[src/design/ufl_map.svh]
`ifndef UFL_MAP_SVH
`define UFL_MAP_SVH
// register indices; byte address is four times the index
`define UFL_IDX_HOLD     3'h0
`define UFL_IDX_DIV_HI   3'h1
`define UFL_IDX_FIFO     3'h2
`define UFL_IDX_LINE     3'h3
`define UFL_IDX_STATUS   3'h5
// line control value that opens the enhanced register
`define UFL_LCR_ENH_KEY  8'hbf
// fifo control fields
`define UFL_FCR_EN       0
`define UFL_FCR_RXCLR    1
`define UFL_FCR_TXCLR    2
`define UFL_FCR_DMA      3
`define UFL_FCR_TXT_LO   4
`define UFL_FCR_RXT_LO   6
// line control fields, then the enhanced register enable bit
`define UFL_LCR_PEN      3
`define UFL_LCR_EVEN     4
`define UFL_LCR_FORCE    5
`define UFL_LCR_BRK      6
`define UFL_LCR_DLAB     7
`define UFL_EFR_ENH      4
// reset values, then the shortest bit time
`define UFL_LCR_RST      8'h00
`define UFL_DIV_RST      16'h0010
`define UFL_MIN_BIT      16'h0002
`endif

[src/design/ufl_pkg.sv]
package ufl_pkg;
   typedef enum logic [5:0] {
      UFL_RX_IDLE  = 6'b000001,
      UFL_RX_START = 6'b000010,
      UFL_RX_DATA  = 6'b000100,
      UFL_RX_PAR   = 6'b001000,
      UFL_RX_STOP  = 6'b010000,
      UFL_RX_WAIT  = 6'b100000
   } ufl_rx_st_e;
   typedef enum logic [4:0] {
      UFL_TX_IDLE  = 5'b00001,
      UFL_TX_START = 5'b00010,
      UFL_TX_DATA  = 5'b00100,
      UFL_TX_PAR   = 5'b01000,
      UFL_TX_STOP  = 5'b10000
   } ufl_tx_st_e;
   typedef logic [7:0] ufl_byte_t;
endpackage

[src/design/ufl_uart_fifo_line_core.sv]
`timescale 1ns/1ps
`include "ufl_map.svh"
module ufl_uart_fifo_line_core
   import ufl_pkg::*;
#(
   parameter int DEPTH = 64
)(
   // clock and reset
   input  wire logic            clock,
   input  wire logic            rst_n,
   input  wire logic            clk_en,
   // apb slave
   input  wire logic            psel,
   input  wire logic            penable,
   input  wire logic            pwrite,
   input  wire logic [4:0]      paddr,
   input  wire logic [31:0]     pwdata,
   output logic [31:0]          prdata,
   output logic                 pready,
   output logic                 pslverr,
   // serial line
   input  wire logic            rx,
   output logic                 tx,
   // dma signalling
   output logic                 dma_mode,
   output logic                 rx_trig_hit,
   output logic                 tx_trig_hit
);
   import ufl_pkg::*;
   localparam int AW = $clog2(DEPTH);

   // =====================================================
   // helpers
   function automatic ufl_byte_t len_mask(input logic [1:0] wl);
      len_mask = 8'hff >> (3'd3 - {1'b0, wl});
   endfunction
   function automatic logic par_bit(input ufl_byte_t d, input ufl_byte_t lc);
      if (lc[`UFL_LCR_FORCE])
         par_bit = ~lc[`UFL_LCR_EVEN];
      else
         par_bit = lc[`UFL_LCR_EVEN] ? ^d : ~^d;
   endfunction

   // =====================================================
   // register state
   ufl_byte_t        line_control_r;
   logic [15:0]      divisor_r;
   logic             enh_en_r;
   logic             fifo_en_r;
   logic             dma_mode_r;
   logic [1:0]       tx_trig_r;
   logic [1:0]       rx_trig_r;
   logic             overrun_r;
   logic [31:0]      prdata_r;

   logic             acc;
   logic             wr_acc;
   logic             rd_acc;
   logic [2:0]       idx;
   logic             dlab;
   logic             enh_key;
   logic             hit;
   logic             wr_fifo_ctl;
   logic             rx_clr;
   logic             tx_clr;
   logic             rx_pop;
   logic             tx_push;
   logic             stat_rd;

   assign acc     = psel & penable & clk_en;
   assign wr_acc  = acc & pwrite;
   assign rd_acc  = acc & ~pwrite;
   assign idx     = paddr[4:2];
   assign dlab    = line_control_r[`UFL_LCR_DLAB];
   assign enh_key = (line_control_r == `UFL_LCR_ENH_KEY);
   assign hit     = (idx == `UFL_IDX_HOLD) || (idx == `UFL_IDX_LINE) || (idx == `UFL_IDX_STATUS)
                 || (idx == `UFL_IDX_FIFO) || (dlab && idx == `UFL_IDX_DIV_HI);
   assign wr_fifo_ctl = wr_acc && idx == `UFL_IDX_FIFO && !dlab;
   assign rx_clr  = wr_fifo_ctl && (pwdata[`UFL_FCR_RXCLR] || pwdata[`UFL_FCR_EN] != fifo_en_r);
   assign tx_clr  = wr_fifo_ctl && (pwdata[`UFL_FCR_TXCLR] || pwdata[`UFL_FCR_EN] != fifo_en_r);
   assign rx_pop  = rd_acc && idx == `UFL_IDX_HOLD && !dlab;
   assign tx_push = wr_acc && idx == `UFL_IDX_HOLD && !dlab;
   assign stat_rd = rd_acc && idx == `UFL_IDX_STATUS;

   assign pready  = 1'b1;
   assign pslverr = psel & penable & ~hit;
   assign prdata  = prdata_r;
   assign dma_mode = dma_mode_r;

   // =====================================================
   // receive fifo
   logic [10:0]      rx_mem [DEPTH];
   logic [AW-1:0]    rx_wp_r;
   logic [AW-1:0]    rx_rp_r;
   logic [AW:0]      rx_cnt_r;
   logic [AW:0]      rx_err_cnt_r;
   logic             rx_done;
   logic [10:0]      rx_word;
   logic             rx_full;
   logic             rx_store;
   logic             rx_take;
   logic [10:0]      rx_head;
   logic [AW-1:0]    rx_wa;
   logic [AW-1:0]    rx_ra;

   assign rx_full  = fifo_en_r ? (rx_cnt_r == (AW+1)'(DEPTH)) : (rx_cnt_r != '0);
   assign rx_store = rx_done & ~rx_full & ~rx_clr;
   assign rx_take  = rx_pop & (rx_cnt_r != '0) & ~rx_clr;
   assign rx_wa    = fifo_en_r ? rx_wp_r : '0;
   assign rx_ra    = fifo_en_r ? rx_rp_r : '0;
   assign rx_head  = rx_mem[rx_ra];

   always_ff @(posedge clock)
   begin
      if (clk_en && rx_store)
         rx_mem[rx_wa] <= rx_word;
   end

   always_ff @(posedge clock or negedge rst_n)
   begin
      if (!rst_n)
      begin
         rx_wp_r      <= '0;
         rx_rp_r      <= '0;
         rx_cnt_r     <= '0;
         rx_err_cnt_r <= '0;
      end
      else if (clk_en)
      begin
         if (rx_clr)
         begin
            rx_wp_r      <= '0;
            rx_rp_r      <= '0;
            rx_cnt_r     <= '0;
            rx_err_cnt_r <= '0;
         end
         else
         begin
            if (rx_store)
               rx_wp_r <= rx_wp_r + 1'b1;
            if (rx_take)
               rx_rp_r <= rx_rp_r + 1'b1;
            rx_cnt_r <= rx_cnt_r + (AW+1)'(rx_store) - (AW+1)'(rx_take);
            rx_err_cnt_r <= rx_err_cnt_r + (AW+1)'(rx_store & (|rx_word[10:8]))
                          - (AW+1)'(rx_take & (|rx_head[10:8]));
         end
      end
   end

   // =====================================================
   // transmit fifo
   ufl_byte_t        tx_mem [DEPTH];
   logic [AW-1:0]    tx_wp_r;
   logic [AW-1:0]    tx_rp_r;
   logic [AW:0]      tx_cnt_r;
   logic             tx_full;
   logic             tx_store;
   logic             tx_load;
   logic [AW-1:0]    tx_wa;
   logic [AW-1:0]    tx_ra;

   assign tx_full  = fifo_en_r ? (tx_cnt_r == (AW+1)'(DEPTH)) : (tx_cnt_r != '0);
   assign tx_store = tx_push & ~tx_full & ~tx_clr;
   assign tx_wa    = fifo_en_r ? tx_wp_r : '0;
   assign tx_ra    = fifo_en_r ? tx_rp_r : '0;

   always_ff @(posedge clock)
   begin
      if (clk_en && tx_store)
         tx_mem[tx_wa] <= pwdata[7:0];
   end

   always_ff @(posedge clock or negedge rst_n)
   begin
      if (!rst_n)
      begin
         tx_wp_r  <= '0;
         tx_rp_r  <= '0;
         tx_cnt_r <= '0;
      end
      else if (clk_en)
      begin
         if (tx_clr)
         begin
            tx_wp_r  <= '0;
            tx_rp_r  <= '0;
            tx_cnt_r <= '0;
         end
         else
         begin
            if (tx_store)
               tx_wp_r <= tx_wp_r + 1'b1;
            if (tx_load)
               tx_rp_r <= tx_rp_r + 1'b1;
            tx_cnt_r <= tx_cnt_r + (AW+1)'(tx_store) - (AW+1)'(tx_load);
         end
      end
   end

   // =====================================================
   // trigger levels
   logic [AW:0]      rx_lvl;
   logic [AW:0]      tx_lvl;
   always_comb
   begin
      case (rx_trig_r)
         2'b00:   rx_lvl = (AW+1)'(1);
         2'b01:   rx_lvl = (AW+1)'(4);
         2'b10:   rx_lvl = (AW+1)'(56);
         default: rx_lvl = (AW+1)'(60);
      endcase
      case (tx_trig_r)
         2'b00:   tx_lvl = (AW+1)'(8);
         2'b01:   tx_lvl = (AW+1)'(16);
         2'b10:   tx_lvl = (AW+1)'(32);
         default: tx_lvl = (AW+1)'(56);
      endcase
   end
   assign rx_trig_hit = rx_cnt_r >= rx_lvl;
   assign tx_trig_hit = ((AW+1)'(DEPTH) - tx_cnt_r) >= tx_lvl;

   // =====================================================
   // register writes
   always_ff @(posedge clock or negedge rst_n)
   begin
      if (!rst_n)
      begin
         line_control_r <= `UFL_LCR_RST;
         divisor_r      <= `UFL_DIV_RST;
         enh_en_r       <= 1'b0;
         fifo_en_r      <= 1'b0;
         dma_mode_r     <= 1'b0;
         tx_trig_r      <= 2'b00;
         rx_trig_r      <= 2'b00;
      end
      else if (wr_acc)
      begin
         if (idx == `UFL_IDX_LINE)
            line_control_r <= pwdata[7:0];
         if (dlab && idx == `UFL_IDX_HOLD)
            divisor_r[7:0] <= pwdata[7:0];
         if (dlab && idx == `UFL_IDX_DIV_HI)
            divisor_r[15:8] <= pwdata[7:0];
         if (enh_key && idx == `UFL_IDX_FIFO)
            enh_en_r <= pwdata[`UFL_EFR_ENH];
         if (wr_fifo_ctl)
         begin
            fifo_en_r  <= pwdata[`UFL_FCR_EN];
            dma_mode_r <= pwdata[`UFL_FCR_DMA];
            rx_trig_r  <= pwdata[`UFL_FCR_RXT_LO +: 2];
            if (enh_en_r)
               tx_trig_r <= pwdata[`UFL_FCR_TXT_LO +: 2];
         end
      end
   end

   // =====================================================
   // register reads, captured in the setup phase
   ufl_byte_t        status;
   logic             tx_busy;
   assign status = {(rx_err_cnt_r != '0),
                    (tx_cnt_r == '0) & ~tx_busy, (tx_cnt_r == '0),
                    (rx_cnt_r != '0) ? rx_head[10:8] : 3'b000,
                    overrun_r, (rx_cnt_r != '0)};

   always_ff @(posedge clock or negedge rst_n)
   begin
      if (!rst_n)
         prdata_r <= '0;
      else if (clk_en && psel && !penable && !pwrite)
      begin
         prdata_r <= '0;
         case (idx)
            `UFL_IDX_HOLD:   prdata_r[7:0] <= dlab ? divisor_r[7:0] : rx_head[7:0];
            `UFL_IDX_DIV_HI: prdata_r[7:0] <= dlab ? divisor_r[15:8] : 8'h00;
            `UFL_IDX_FIFO:   prdata_r[7:0] <= enh_key ? {3'b000, enh_en_r, 4'h0} : 8'h00;
            `UFL_IDX_LINE:   prdata_r[7:0] <= line_control_r;
            `UFL_IDX_STATUS: prdata_r[7:0] <= status;
            default:         prdata_r[7:0] <= 8'h00;
         endcase
      end
   end

   // overrun: a store lost in the same cycle as a status read still shows next time
   always_ff @(posedge clock or negedge rst_n)
   begin
      if (!rst_n)
         overrun_r <= 1'b0;
      else if (clk_en)
      begin
         if (rx_done && rx_full)
            overrun_r <= 1'b1;
         else if (stat_rd)
            overrun_r <= 1'b0;
      end
   end

   // =====================================================
   // bit timing: bit length shared by both directions, stop length used by the transmitter only
   logic [15:0]      bit_len;
   logic [2:0]       stop_halves;
   assign bit_len = (divisor_r < `UFL_MIN_BIT) ? `UFL_MIN_BIT : divisor_r;
   assign stop_halves = !line_control_r[2] ? 3'd2 : (line_control_r[1:0] == 2'b00) ? 3'd3 : 3'd4;

   // =====================================================
   // receiver
   ufl_rx_st_e       rx_st_r;
   logic [15:0]      rx_tmr_r;
   logic [2:0]       rx_bit_r;
   ufl_byte_t        rx_sh_r;
   logic             rx_perr_r;
   logic             rx_any1_r;
   ufl_byte_t        rx_data;
   logic             rx_tick;

   assign rx_tick = (rx_tmr_r == '0);
   assign rx_data = (rx_sh_r >> (3'd3 - {1'b0, line_control_r[1:0]})) & len_mask(line_control_r[1:0]);
   assign rx_done = (rx_st_r == UFL_RX_STOP) & rx_tick;
   // break stores a zero byte; no stop bit means a framing fault
   assign rx_word = {~rx_any1_r & ~rx, ~rx, rx_perr_r, rx_any1_r ? rx_data : 8'h00};

   always_ff @(posedge clock or negedge rst_n)
   begin
      if (!rst_n)
      begin
         rx_st_r   <= UFL_RX_IDLE;
         rx_tmr_r  <= '0;
         rx_bit_r  <= '0;
         rx_sh_r   <= '0;
         rx_perr_r <= 1'b0;
         rx_any1_r <= 1'b0;
      end
      else if (clk_en)
      begin
         if (!rx_tick)
            rx_tmr_r <= rx_tmr_r - 1'b1;
         case (rx_st_r)
            UFL_RX_IDLE:
               if (!rx)
               begin
                  rx_tmr_r  <= (bit_len >> 1) - 1'b1;
                  rx_perr_r <= 1'b0;
                  rx_any1_r <= 1'b0;
                  rx_st_r   <= UFL_RX_START;
               end
            UFL_RX_START:
               if (rx_tick)
               begin
                  // a start bit gone high at mid-bit was noise
                  rx_tmr_r <= bit_len - 1'b1;
                  rx_bit_r <= '0;
                  rx_st_r  <= rx ? UFL_RX_IDLE : UFL_RX_DATA;
               end
            UFL_RX_DATA:
               if (rx_tick)
               begin
                  rx_tmr_r  <= bit_len - 1'b1;
                  rx_sh_r   <= {rx, rx_sh_r[7:1]};
                  rx_any1_r <= rx_any1_r | rx;
                  rx_bit_r  <= rx_bit_r + 1'b1;
                  if (rx_bit_r == {1'b1, line_control_r[1:0]})
                     rx_st_r <= line_control_r[`UFL_LCR_PEN] ? UFL_RX_PAR : UFL_RX_STOP;
               end
            UFL_RX_PAR:
               if (rx_tick)
               begin
                  rx_tmr_r  <= bit_len - 1'b1;
                  rx_any1_r <= rx_any1_r | rx;
                  rx_perr_r <= rx != par_bit(rx_data, line_control_r);
                  rx_st_r   <= UFL_RX_STOP;
               end
            UFL_RX_STOP:
               if (rx_tick)
                  rx_st_r <= rx ? UFL_RX_IDLE : UFL_RX_WAIT;
            UFL_RX_WAIT:
               if (rx)
                  rx_st_r <= UFL_RX_IDLE;
            default:
               rx_st_r <= UFL_RX_IDLE;
         endcase
      end
   end

   // =====================================================
   // transmitter
   ufl_tx_st_e       tx_st_r;
   logic [15:0]      tx_tmr_r;
   logic [2:0]       tx_bit_r;
   ufl_byte_t        tx_sh_r;
   logic             tx_par_r;
   logic             tx_line_r;
   logic             tx_tick;

   assign tx_tick = (tx_tmr_r == '0);
   assign tx_load = (tx_st_r == UFL_TX_IDLE) & (tx_cnt_r != '0) & ~tx_clr;
   assign tx_busy = (tx_st_r != UFL_TX_IDLE);
   assign tx      = tx_line_r & ~line_control_r[`UFL_LCR_BRK];

   always_ff @(posedge clock or negedge rst_n)
   begin
      if (!rst_n)
      begin
         tx_st_r   <= UFL_TX_IDLE;
         tx_tmr_r  <= '0;
         tx_bit_r  <= '0;
         tx_sh_r   <= '0;
         tx_par_r  <= 1'b0;
         tx_line_r <= 1'b1;
      end
      else if (clk_en)
      begin
         if (!tx_tick)
            tx_tmr_r <= tx_tmr_r - 1'b1;
         case (tx_st_r)
            UFL_TX_IDLE:
               if (tx_load)
               begin
                  tx_sh_r   <= tx_mem[tx_ra] & len_mask(line_control_r[1:0]);
                  tx_par_r  <= par_bit(tx_mem[tx_ra] & len_mask(line_control_r[1:0]), line_control_r);
                  tx_tmr_r  <= bit_len - 1'b1;
                  tx_line_r <= 1'b0;
                  tx_st_r   <= UFL_TX_START;
               end
            UFL_TX_START:
               if (tx_tick)
               begin
                  tx_tmr_r  <= bit_len - 1'b1;
                  tx_bit_r  <= '0;
                  tx_line_r <= tx_sh_r[0];
                  tx_sh_r   <= tx_sh_r >> 1;
                  tx_st_r   <= UFL_TX_DATA;
               end
            UFL_TX_DATA:
               if (tx_tick)
               begin
                  tx_tmr_r <= bit_len - 1'b1;
                  tx_bit_r <= tx_bit_r + 1'b1;
                  if (tx_bit_r == {1'b1, line_control_r[1:0]})
                  begin
                     tx_line_r <= line_control_r[`UFL_LCR_PEN] ? tx_par_r : 1'b1;
                     if (!line_control_r[`UFL_LCR_PEN])
                        tx_tmr_r <= 16'((32'(bit_len) * 32'(stop_halves)) >> 1) - 1'b1;
                     tx_st_r <= line_control_r[`UFL_LCR_PEN] ? UFL_TX_PAR : UFL_TX_STOP;
                  end
                  else
                  begin
                     tx_line_r <= tx_sh_r[0];
                     tx_sh_r   <= tx_sh_r >> 1;
                  end
               end
            UFL_TX_PAR:
               if (tx_tick)
               begin
                  tx_tmr_r  <= 16'((32'(bit_len) * 32'(stop_halves)) >> 1) - 1'b1;
                  tx_line_r <= 1'b1;
                  tx_st_r   <= UFL_TX_STOP;
               end
            UFL_TX_STOP:
               if (tx_tick)
                  tx_st_r <= UFL_TX_IDLE;
            default:
               tx_st_r <= UFL_TX_IDLE;
         endcase
      end
   end
endmodule

[config.mk]
export PLATFORM = sky130hd
export DESIGN_NAME = ufl_uart_fifo_line_core
export DESIGN_NICKNAME = d
export VERILOG_FILES = /design/src/design/ufl_pkg.sv /design/src/design/ufl_uart_fifo_line_core.sv
export VERILOG_INCLUDE_DIRS = /design/src /design/src/design
export SDC_FILE = /design/constraint.sdc
export NUM_CORES = 2
export LEC_CHECK = 0
export BUFFER_PORTS_ARGS = -buffer_cell sky130_fd_sc_hd__buf_4
export CELL_PAD_IN_SITES_DETAIL_PLACEMENT = 0
export CELL_PAD_IN_SITES_GLOBAL_PLACEMENT = 1
export CORE_MARGIN = 2
export CORE_UTILIZATION = 40
export CTS_CLUSTER_DIAMETER = 150
export DETAILED_ROUTE_END_ITERATION = 10
export PLACE_DENSITY = 0.72
export SLEW_MARGIN = 10
export SYNTH_ARGS = -nofsm -noshare
export SYNTH_HDL_FRONTEND = slang
export SYNTH_SLANG_ARGS = --single-unit
[constraint.sdc]
create_clock -name clock -period 5.3 [get_ports clock]
set_input_delay 0.795 -clock clock [delete_from_list [all_inputs] [get_ports clock]]
set_output_delay 0.795 -clock clock [all_outputs]
set_load 0.005 [all_outputs]
Word-level counts from Yosys, hierarchy flattened --
Memory sizes are Yosys's and may differ from the RTL's. Index checks and enable logic that the tools add are counted. W data, S select, Z words.
Cells by class: $add $sub $neg 19, multipliers 1, order comparisons 3, equality and inequality tests 42, shift operators 2, multiplexer cells 95, bitwise logic cells 33, reductions and logical operators 77
Operators with widths (count):
- $mux W16 | 11
- $mux W6 | 20
- $pmux W16 S4 | 1
- $sub A16 B1 Y16 const B | 4
- $mux W8 | 7
- $mux W5 | 9
- $pmux W8 S5 | 1
- $pmux W6 S3 | 2
- $pmux W6 S6 | 1
- $logic_not A16 Y1 | 2
- $pmux W16 S2 | 1
- $ne A2 B2 Y1 const B | 14
- $pmux W5 S5 | 1
- $add A6 B1 Y6 const B | 4
- $mux W1 | 24
- $mux W3 | 8
- $pmux W8 S3 | 1
- $add A7 B1 Y7 | 3
- $mux W7 | 3
- $reduce_bool A7 Y1 | 3
- $sub A7 B1 Y7 | 3
- $reduce_and A2 Y1 | 10
- $and A1 B1 Y1 | 19
- $logic_and A1 B1 Y1 | 18
- other kinds (54) | 102
Word-level totals: register bits after elaboration 154, RAM bits 1216, input port bits 44, output and inout bits 38, logic and storage cells 303, memories kept 2
Memory list:
- rx_mem | depth 64, width 11, rd ports 1, clocked after Yosys merged registers in 0, wr ports 1, line ufl_uart_fifo_line_core.sv:92 | logic [10:0] rx_mem [DEPTH];
- tx_mem | depth 64, width 8, rd ports 1, clocked after Yosys merged registers in 0, wr ports 1, line ufl_uart_fifo_line_core.sv:152 | ufl_byte_t tx_mem [DEPTH];

Depth between registers and ports, before layout --
word-level depth 12, depth in mapped cells 23, depth with buffers taken out 22

Least setup slack after synthesis --
Ideal clock, no wire load.
path type reg2reg, start point register divisor_r[5], end point register tx_tmr_r[15], setup time 0.082 ns, arrival 5.213 ns, required time 5.218 ns, slack 0.005 ns, stages on the path, launching flop included 23, path buffers 1, period minus slack after synthesis 5.295 ns, path through dfrtp_1 -> clkbuf_1 -> nor4_1 -> nor3b_1 -> nand3_1 -> o21a_1 -> inv_1 -> nor2_1 -> fa_1 -> ha_1 -> inv_1 -> fa_1 -> nor2b_1 -> o21ai_2 -> a21boi_1 -> o21ai_0 -> a21oi_1 -> o211ai_1 -> a211o_1 -> or4_4 -> a211oi_2 -> xnor3_1 -> o22ai_1
Between the ends: word-level cells in the longest chain between the ends 8, elaborated cells between the ends (all ways) 12, those cells by class add/sub: 2; mul: 1; order compare: 1; mux: 8
RTL lines:
- start, declared | line ufl_uart_fifo_line_core.sv:47 | logic [15:0] divisor_r;
- start signal, assigned | line ufl_uart_fifo_line_core.sv:229 | divisor_r <= `UFL_DIV_RST;
- start signal, assigned | line ufl_uart_fifo_line_core.sv:241 | divisor_r[7:0] <= pwdata[7:0];
- $lt A16 B2 Y1 (no source line)
- $mux W16 (*) | line ufl_uart_fifo_line_core.sv:302 | assign bit_len = (divisor_r < `UFL_MIN_BIT) ? `UFL_MIN_BIT : divisor_r;
- $mul A16 B3 Y17 | line ufl_uart_fifo_line_core.sv:442, ufl_uart_fifo_line_core.sv:454
- $sub A16 B1 Y16 | line ufl_uart_fifo_line_core.sv:442, ufl_uart_fifo_line_core.sv:454
- $mux W16 | line ufl_uart_fifo_line_core.sv:441 | if (!line_control_r[`UFL_LCR_PEN])
- $mux W16 | line ufl_uart_fifo_line_core.sv:438 | if (tx_bit_r == {1'b1, line_control_r[1:0]})
- $mux W16 | line ufl_uart_fifo_line_core.sv:434 | if (tx_tick)
- $pmux W16 S4 (*) | line ufl_uart_fifo_line_core.sv:414 | case (tx_st_r)
- end signal, assigned | line ufl_uart_fifo_line_core.sv:413 | tx_tmr_r <= tx_tmr_r - 1'b1;
- end signal, assigned | line ufl_uart_fifo_line_core.sv:436 | tx_tmr_r <= bit_len - 1'b1;
- end signal, assigned | line ufl_uart_fifo_line_core.sv:442 | tx_tmr_r <= 16'((32'(bit_len) * 32'(stop_halves)) >> 1) - 1'b1;
- end, declared | line ufl_uart_fifo_line_core.sv:387 | logic [15:0] tx_tmr_r;
Every way passes the cells marked *; elsewhere a longest branch is shown, timed or not. A chain may end at the register's enable or synchronous reset.

Final worst setup path --
start point register divisor_r[2], end point register tx_tmr_r[15]
The elaborated chain is that of the path after synthesis.

==> summary.md <==
| Metric | Value |
|---|---|
| Status | `finished clean` |
| Crit path largest cell delay | `a little over 0.5 ns` |
| Final non-filler cell total | `~6200` |
| Crit. End Element | `flip-flop` |
| CTS clk-pin slew, worst paths | `around 0.060 ns` |
| Routed via count | `36030` |
| Chip Height | `390.9 um` |
| Pin count of the biggest net entering global routing | `~120` |
| Placed cell count | `between 5000 and 6000` |
| Startpoint types | `flip-flop` |
| Max Root-Sink Buffers | `3` |
| CTS tree | `yes` |
| Critical path startpoint | `divisor_r[2]` |
| Post-synthesis average cell area | `approximately 15 um^2` |
| Core Box Area | `0.1482 mm^2` |
| Synth warnings | `0` |
| CTS sink cnt | `around 1400` |
| Final Max Tran Viols | `0` |
| Post-cts hold buffer count | `0` |
| Crit share post-route | `between 90% and 100%` |
| Vias in the first global route | `roughly 35000` |
| FF-to-FF Start | `divisor_r[2]` |
| Post-CTS Resized | `0` |
| R2r worst-path depth | `21` |
| Sw Pwr | `about 8.6 mW` |
| Share of the yosys chip area belonging to registers | `around two thirds` |
| Port Buffer Count | `30` |
| Cell variety after synth | `96` |
| Synth area leader | `edfxtp_1` |
| Top cell type's share of synthesized area | `between 60% and 70%` |
| Area after DPL | `roughly 0.063 mm^2` |
| PwrDens | `around 430 mW/mm^2` |
| Fin crit period | `just over 5 ns` |
| Post-route cell area | `just under 0.07 mm^2` |
| Post-CTS Repair Setup Buffers | `0` |
| Max cap viols | `0` |
| VDD IR max | `~0.00033 V` |
| Logic pwr share | `about 22%` |
| P&R area growth vs syn | `13.30%` |
| Leak pwr | `approximately 24 nW` |
| First-pass DRT Iterations | `7` |
| Clock latency on the worst-skew pair | `roughly 0.76 ns` |
| Fillers | `about 13000` |
| Row cnt | `roughly 140` |
| HPWL Detailed | `slightly below 100000 um` |
| Synth Cell Area | `~0.060 mm^2` |
| Ys flop type | `edfxtp_1` |
| First-pass GRT wire length | `about 230000 um` |
| # IOs | `82` |
| Critical path peak fanout | `3` |
| EDFF count, synth | `1216` |
| WP data arrival | `5.73 ns` |
| Clock power share | `between 30% and 40%` |
| Vias per cell | `5.768` |
| Number of buffers created by CTS | `between 100 and 150` |
| Initial Util | `between 40% and 50%` |
| Crit-path cells | `nor4_4, nor3b_4, nand3_1, o21a_1, inv_1, nor2_1, fa_1, ha_1, inv_1, fa_1, nor2b_1, o21ai_2, a21boi_2, o21ai_0, a21oi_1, o211ai_1, a211o_1, or4_4, a211oi_2, xnor3_1, o22ai_1` |
| Fraction of registers with async set/reset | `11.24%` |
| Die area | `between 0.15 and 0.2 mm^2` |
| Antenna diode count | `0` |
| RD Place Congestion | `around 0.9` |
| Cells after Synth | `approximately 4000` |
| Yosys reg bits | `~1400` |
| CP max-delay cell | `or4_4` |
| Max Freq | `between 150 and 200 MHz` |
| Cell internal pwr | `20.40 mW` |
| Switch share | `between 20% and 30%` |
| Die Wd | `around 390 um` |
| DRC | `0` |
| Total gr overflow | `0` |
| Cells taking the most area after synthesis | `edfxtp_1 61%, dfrtp_1 6.3%, mux4_2 6.0%, nand2_1 1.9%, nor2_1 1.9%` |
| Final setup fails | `0` |
| Antenna Violating Nets Remaining | `0` |
| Fin nets | `~4300` |
| Final Skew | `roughly 0.028 ns` |
| Routed wire length | `roughly 160000 um` |
| Initial antenna violation count | `1` |
| Required time worst endpoint | `roughly 6.0 ns` |
| Worst Hold Class | `input pin to asynchronous set/reset pin` |
| Deepest level of the CTS H-tree | `4` |
| Overall Global Routing Usage | `around 20%` |
| Final hold vios | `0` |
| Clk root buf | `clkbuf_16` |
| Worst Tran Pin Value | `1.248 ns` |
| Max-slew headroom | `about 16%` |
| Iteration-0 DRC Markers | `between 3000 and 4000` |
| Routed wire length per instance | `approximately 25 um` |
| Share of cells above drive strength 1 | `17.10%` |
| Sequential share of power | `a little over two fifths` |
| Kind of critical path | `flip-flop to flip-flop` |
[area by class of cell]
cell class                 count  area (um^2)  area share (%)
sequential                  1370        40390           59.52
multi-input combinational   2369        18090           26.65
clock buffer                 183         3895           5.740
tap                         1930         2415           3.559
timing repair buffer         236         1901           2.801
clock inverter                76        857.1           1.263
inverter                      83        311.5          0.4591
[Yosys cell counts, types with 60 or more instances]
cell type and number:
a21oi_1 162, mux2i_1 107, o21ai_0 187, ha_1 67
inv_1 82, edfxtp_1 1216, a211oi_1 121, nor2_1 296
xnor2_1 60, a221oi_1 73, clkbuf_1 120, dfrtp_1 150
nand3_1 71, nand2_1 298, nor3_1 69, buf_2 72
o22ai_1 69, mux2_2 78, mux4_2 159
[cells by family after synthesis]
kind of cell,synth area share (%)
flops,67.41
simple gates,7.375
buf+inv,2.762
compound gates,9.681
other cells,0.01254
mux,9.234
xor+xnor,1.523
fa+ha+maj,2.001
[critical path, delay by kind of cell, from the launching register on]
kind            cells  cell delay, ns
simple gates        6            1.38
fa+ha+maj           3            1.11
compound gates      9            1.56
buf+inv             2            0.13
xor+xnor            1            0.34
flops               1            0.42
[stage by stage]
step / utilization (%) / setup slack (ns) / power (mW) / hold WS [ns] / TNS [ns]
after floorplan: - / 0.005154 / 17.10 / 0.4464 / 0
after CTS: 45.75 / 0.07761 / 29.11 / 0.09787 / 0
after global placement: 42.55 / 0.08783 / 18.98 / 0.4595 / 0
after global routing: 45.79 / -0.02076 / 30.14 / 0.1406 / -0.02076
after detailed placement: 42.55 / 0.08466 / 19.04 / 0.4701 / 0
final: 45.79 / 0.2542 / 28.97 / 0.1121 / 0
[power groups by stage]
| stage | registers [mW] | logic, mW | clock network [mW] |
|---|---|---|---|
| final | 12.4 | 6.44 | 10.1 |
| after global routing | 12.5 | 6.99 | 10.7 |
| after CTS | 12.4 | 6.42 | 10.3 |
| after detailed placement | 12.7 | 6.38 | 0 |
| after global placement | 12.6 | 6.33 | 0 |
| after floorplan | 12.5 | 4.62 | 0 |
[path summary, 6_finish.rpt]
path	end	slack, ns
max in group asynchronous	rx_perr_r	4.03
worst min register to register	tx_sh_r[1]	0.48
worst min-delay path	tx_tmr_r[5]	0.11
min in group clock	rx_st_r[2]	0.41
worst max-delay path	tx_tmr_r[15]	0.25
worst max register to register	tx_tmr_r[15]	0.25
[sequential cells by signal (all words and copies together), names as in the netlist, 8 cells and up]
register,cells
tx_mem,512
line_control_r,8
divisor_r,16
rx_mem,704
prdata,8
rx_tmr_r,16
rx_sh_r,8
tx_sh_r,8
tx_tmr_r,16
[layout by cell type, fill, tap and decap left out, types with 18 or more instances in the layout]
cell type	instances
nor2_1	293
inv_1	81
a221oi_1	73
mux4_2	159
o21ai_0	187
fa_1	18
mux2_2	78
or3_1	23
nand3_1	71
a211oi_1	121
clkbuf_1	29
nand2b_1	18
a22o_1	33
nor3_1	67
mux2i_1	107
o22ai_1	69
nor2b_1	53
clkbuf_16	148
nand2_1	294
conb_1	25
buf_4	225
ha_1	67
xnor2_1	60
xor2_1	39
edfxtp_1	1216
dfrtp_1	144
a21oi_1	161
clkinv_1	27
[layer usage]
layer / routed length, um / GRT usage (%) / part of all wire [%]
met2: 73190 / 31.84 / 47
met1: 66700 / 28.03 / 43
met3: 10910 / 3.692 / 7.0
met4: 4588 / 6.255 / 3.0
met5: 0 / 0 / 0
Power figures use the tool's default switching activity.
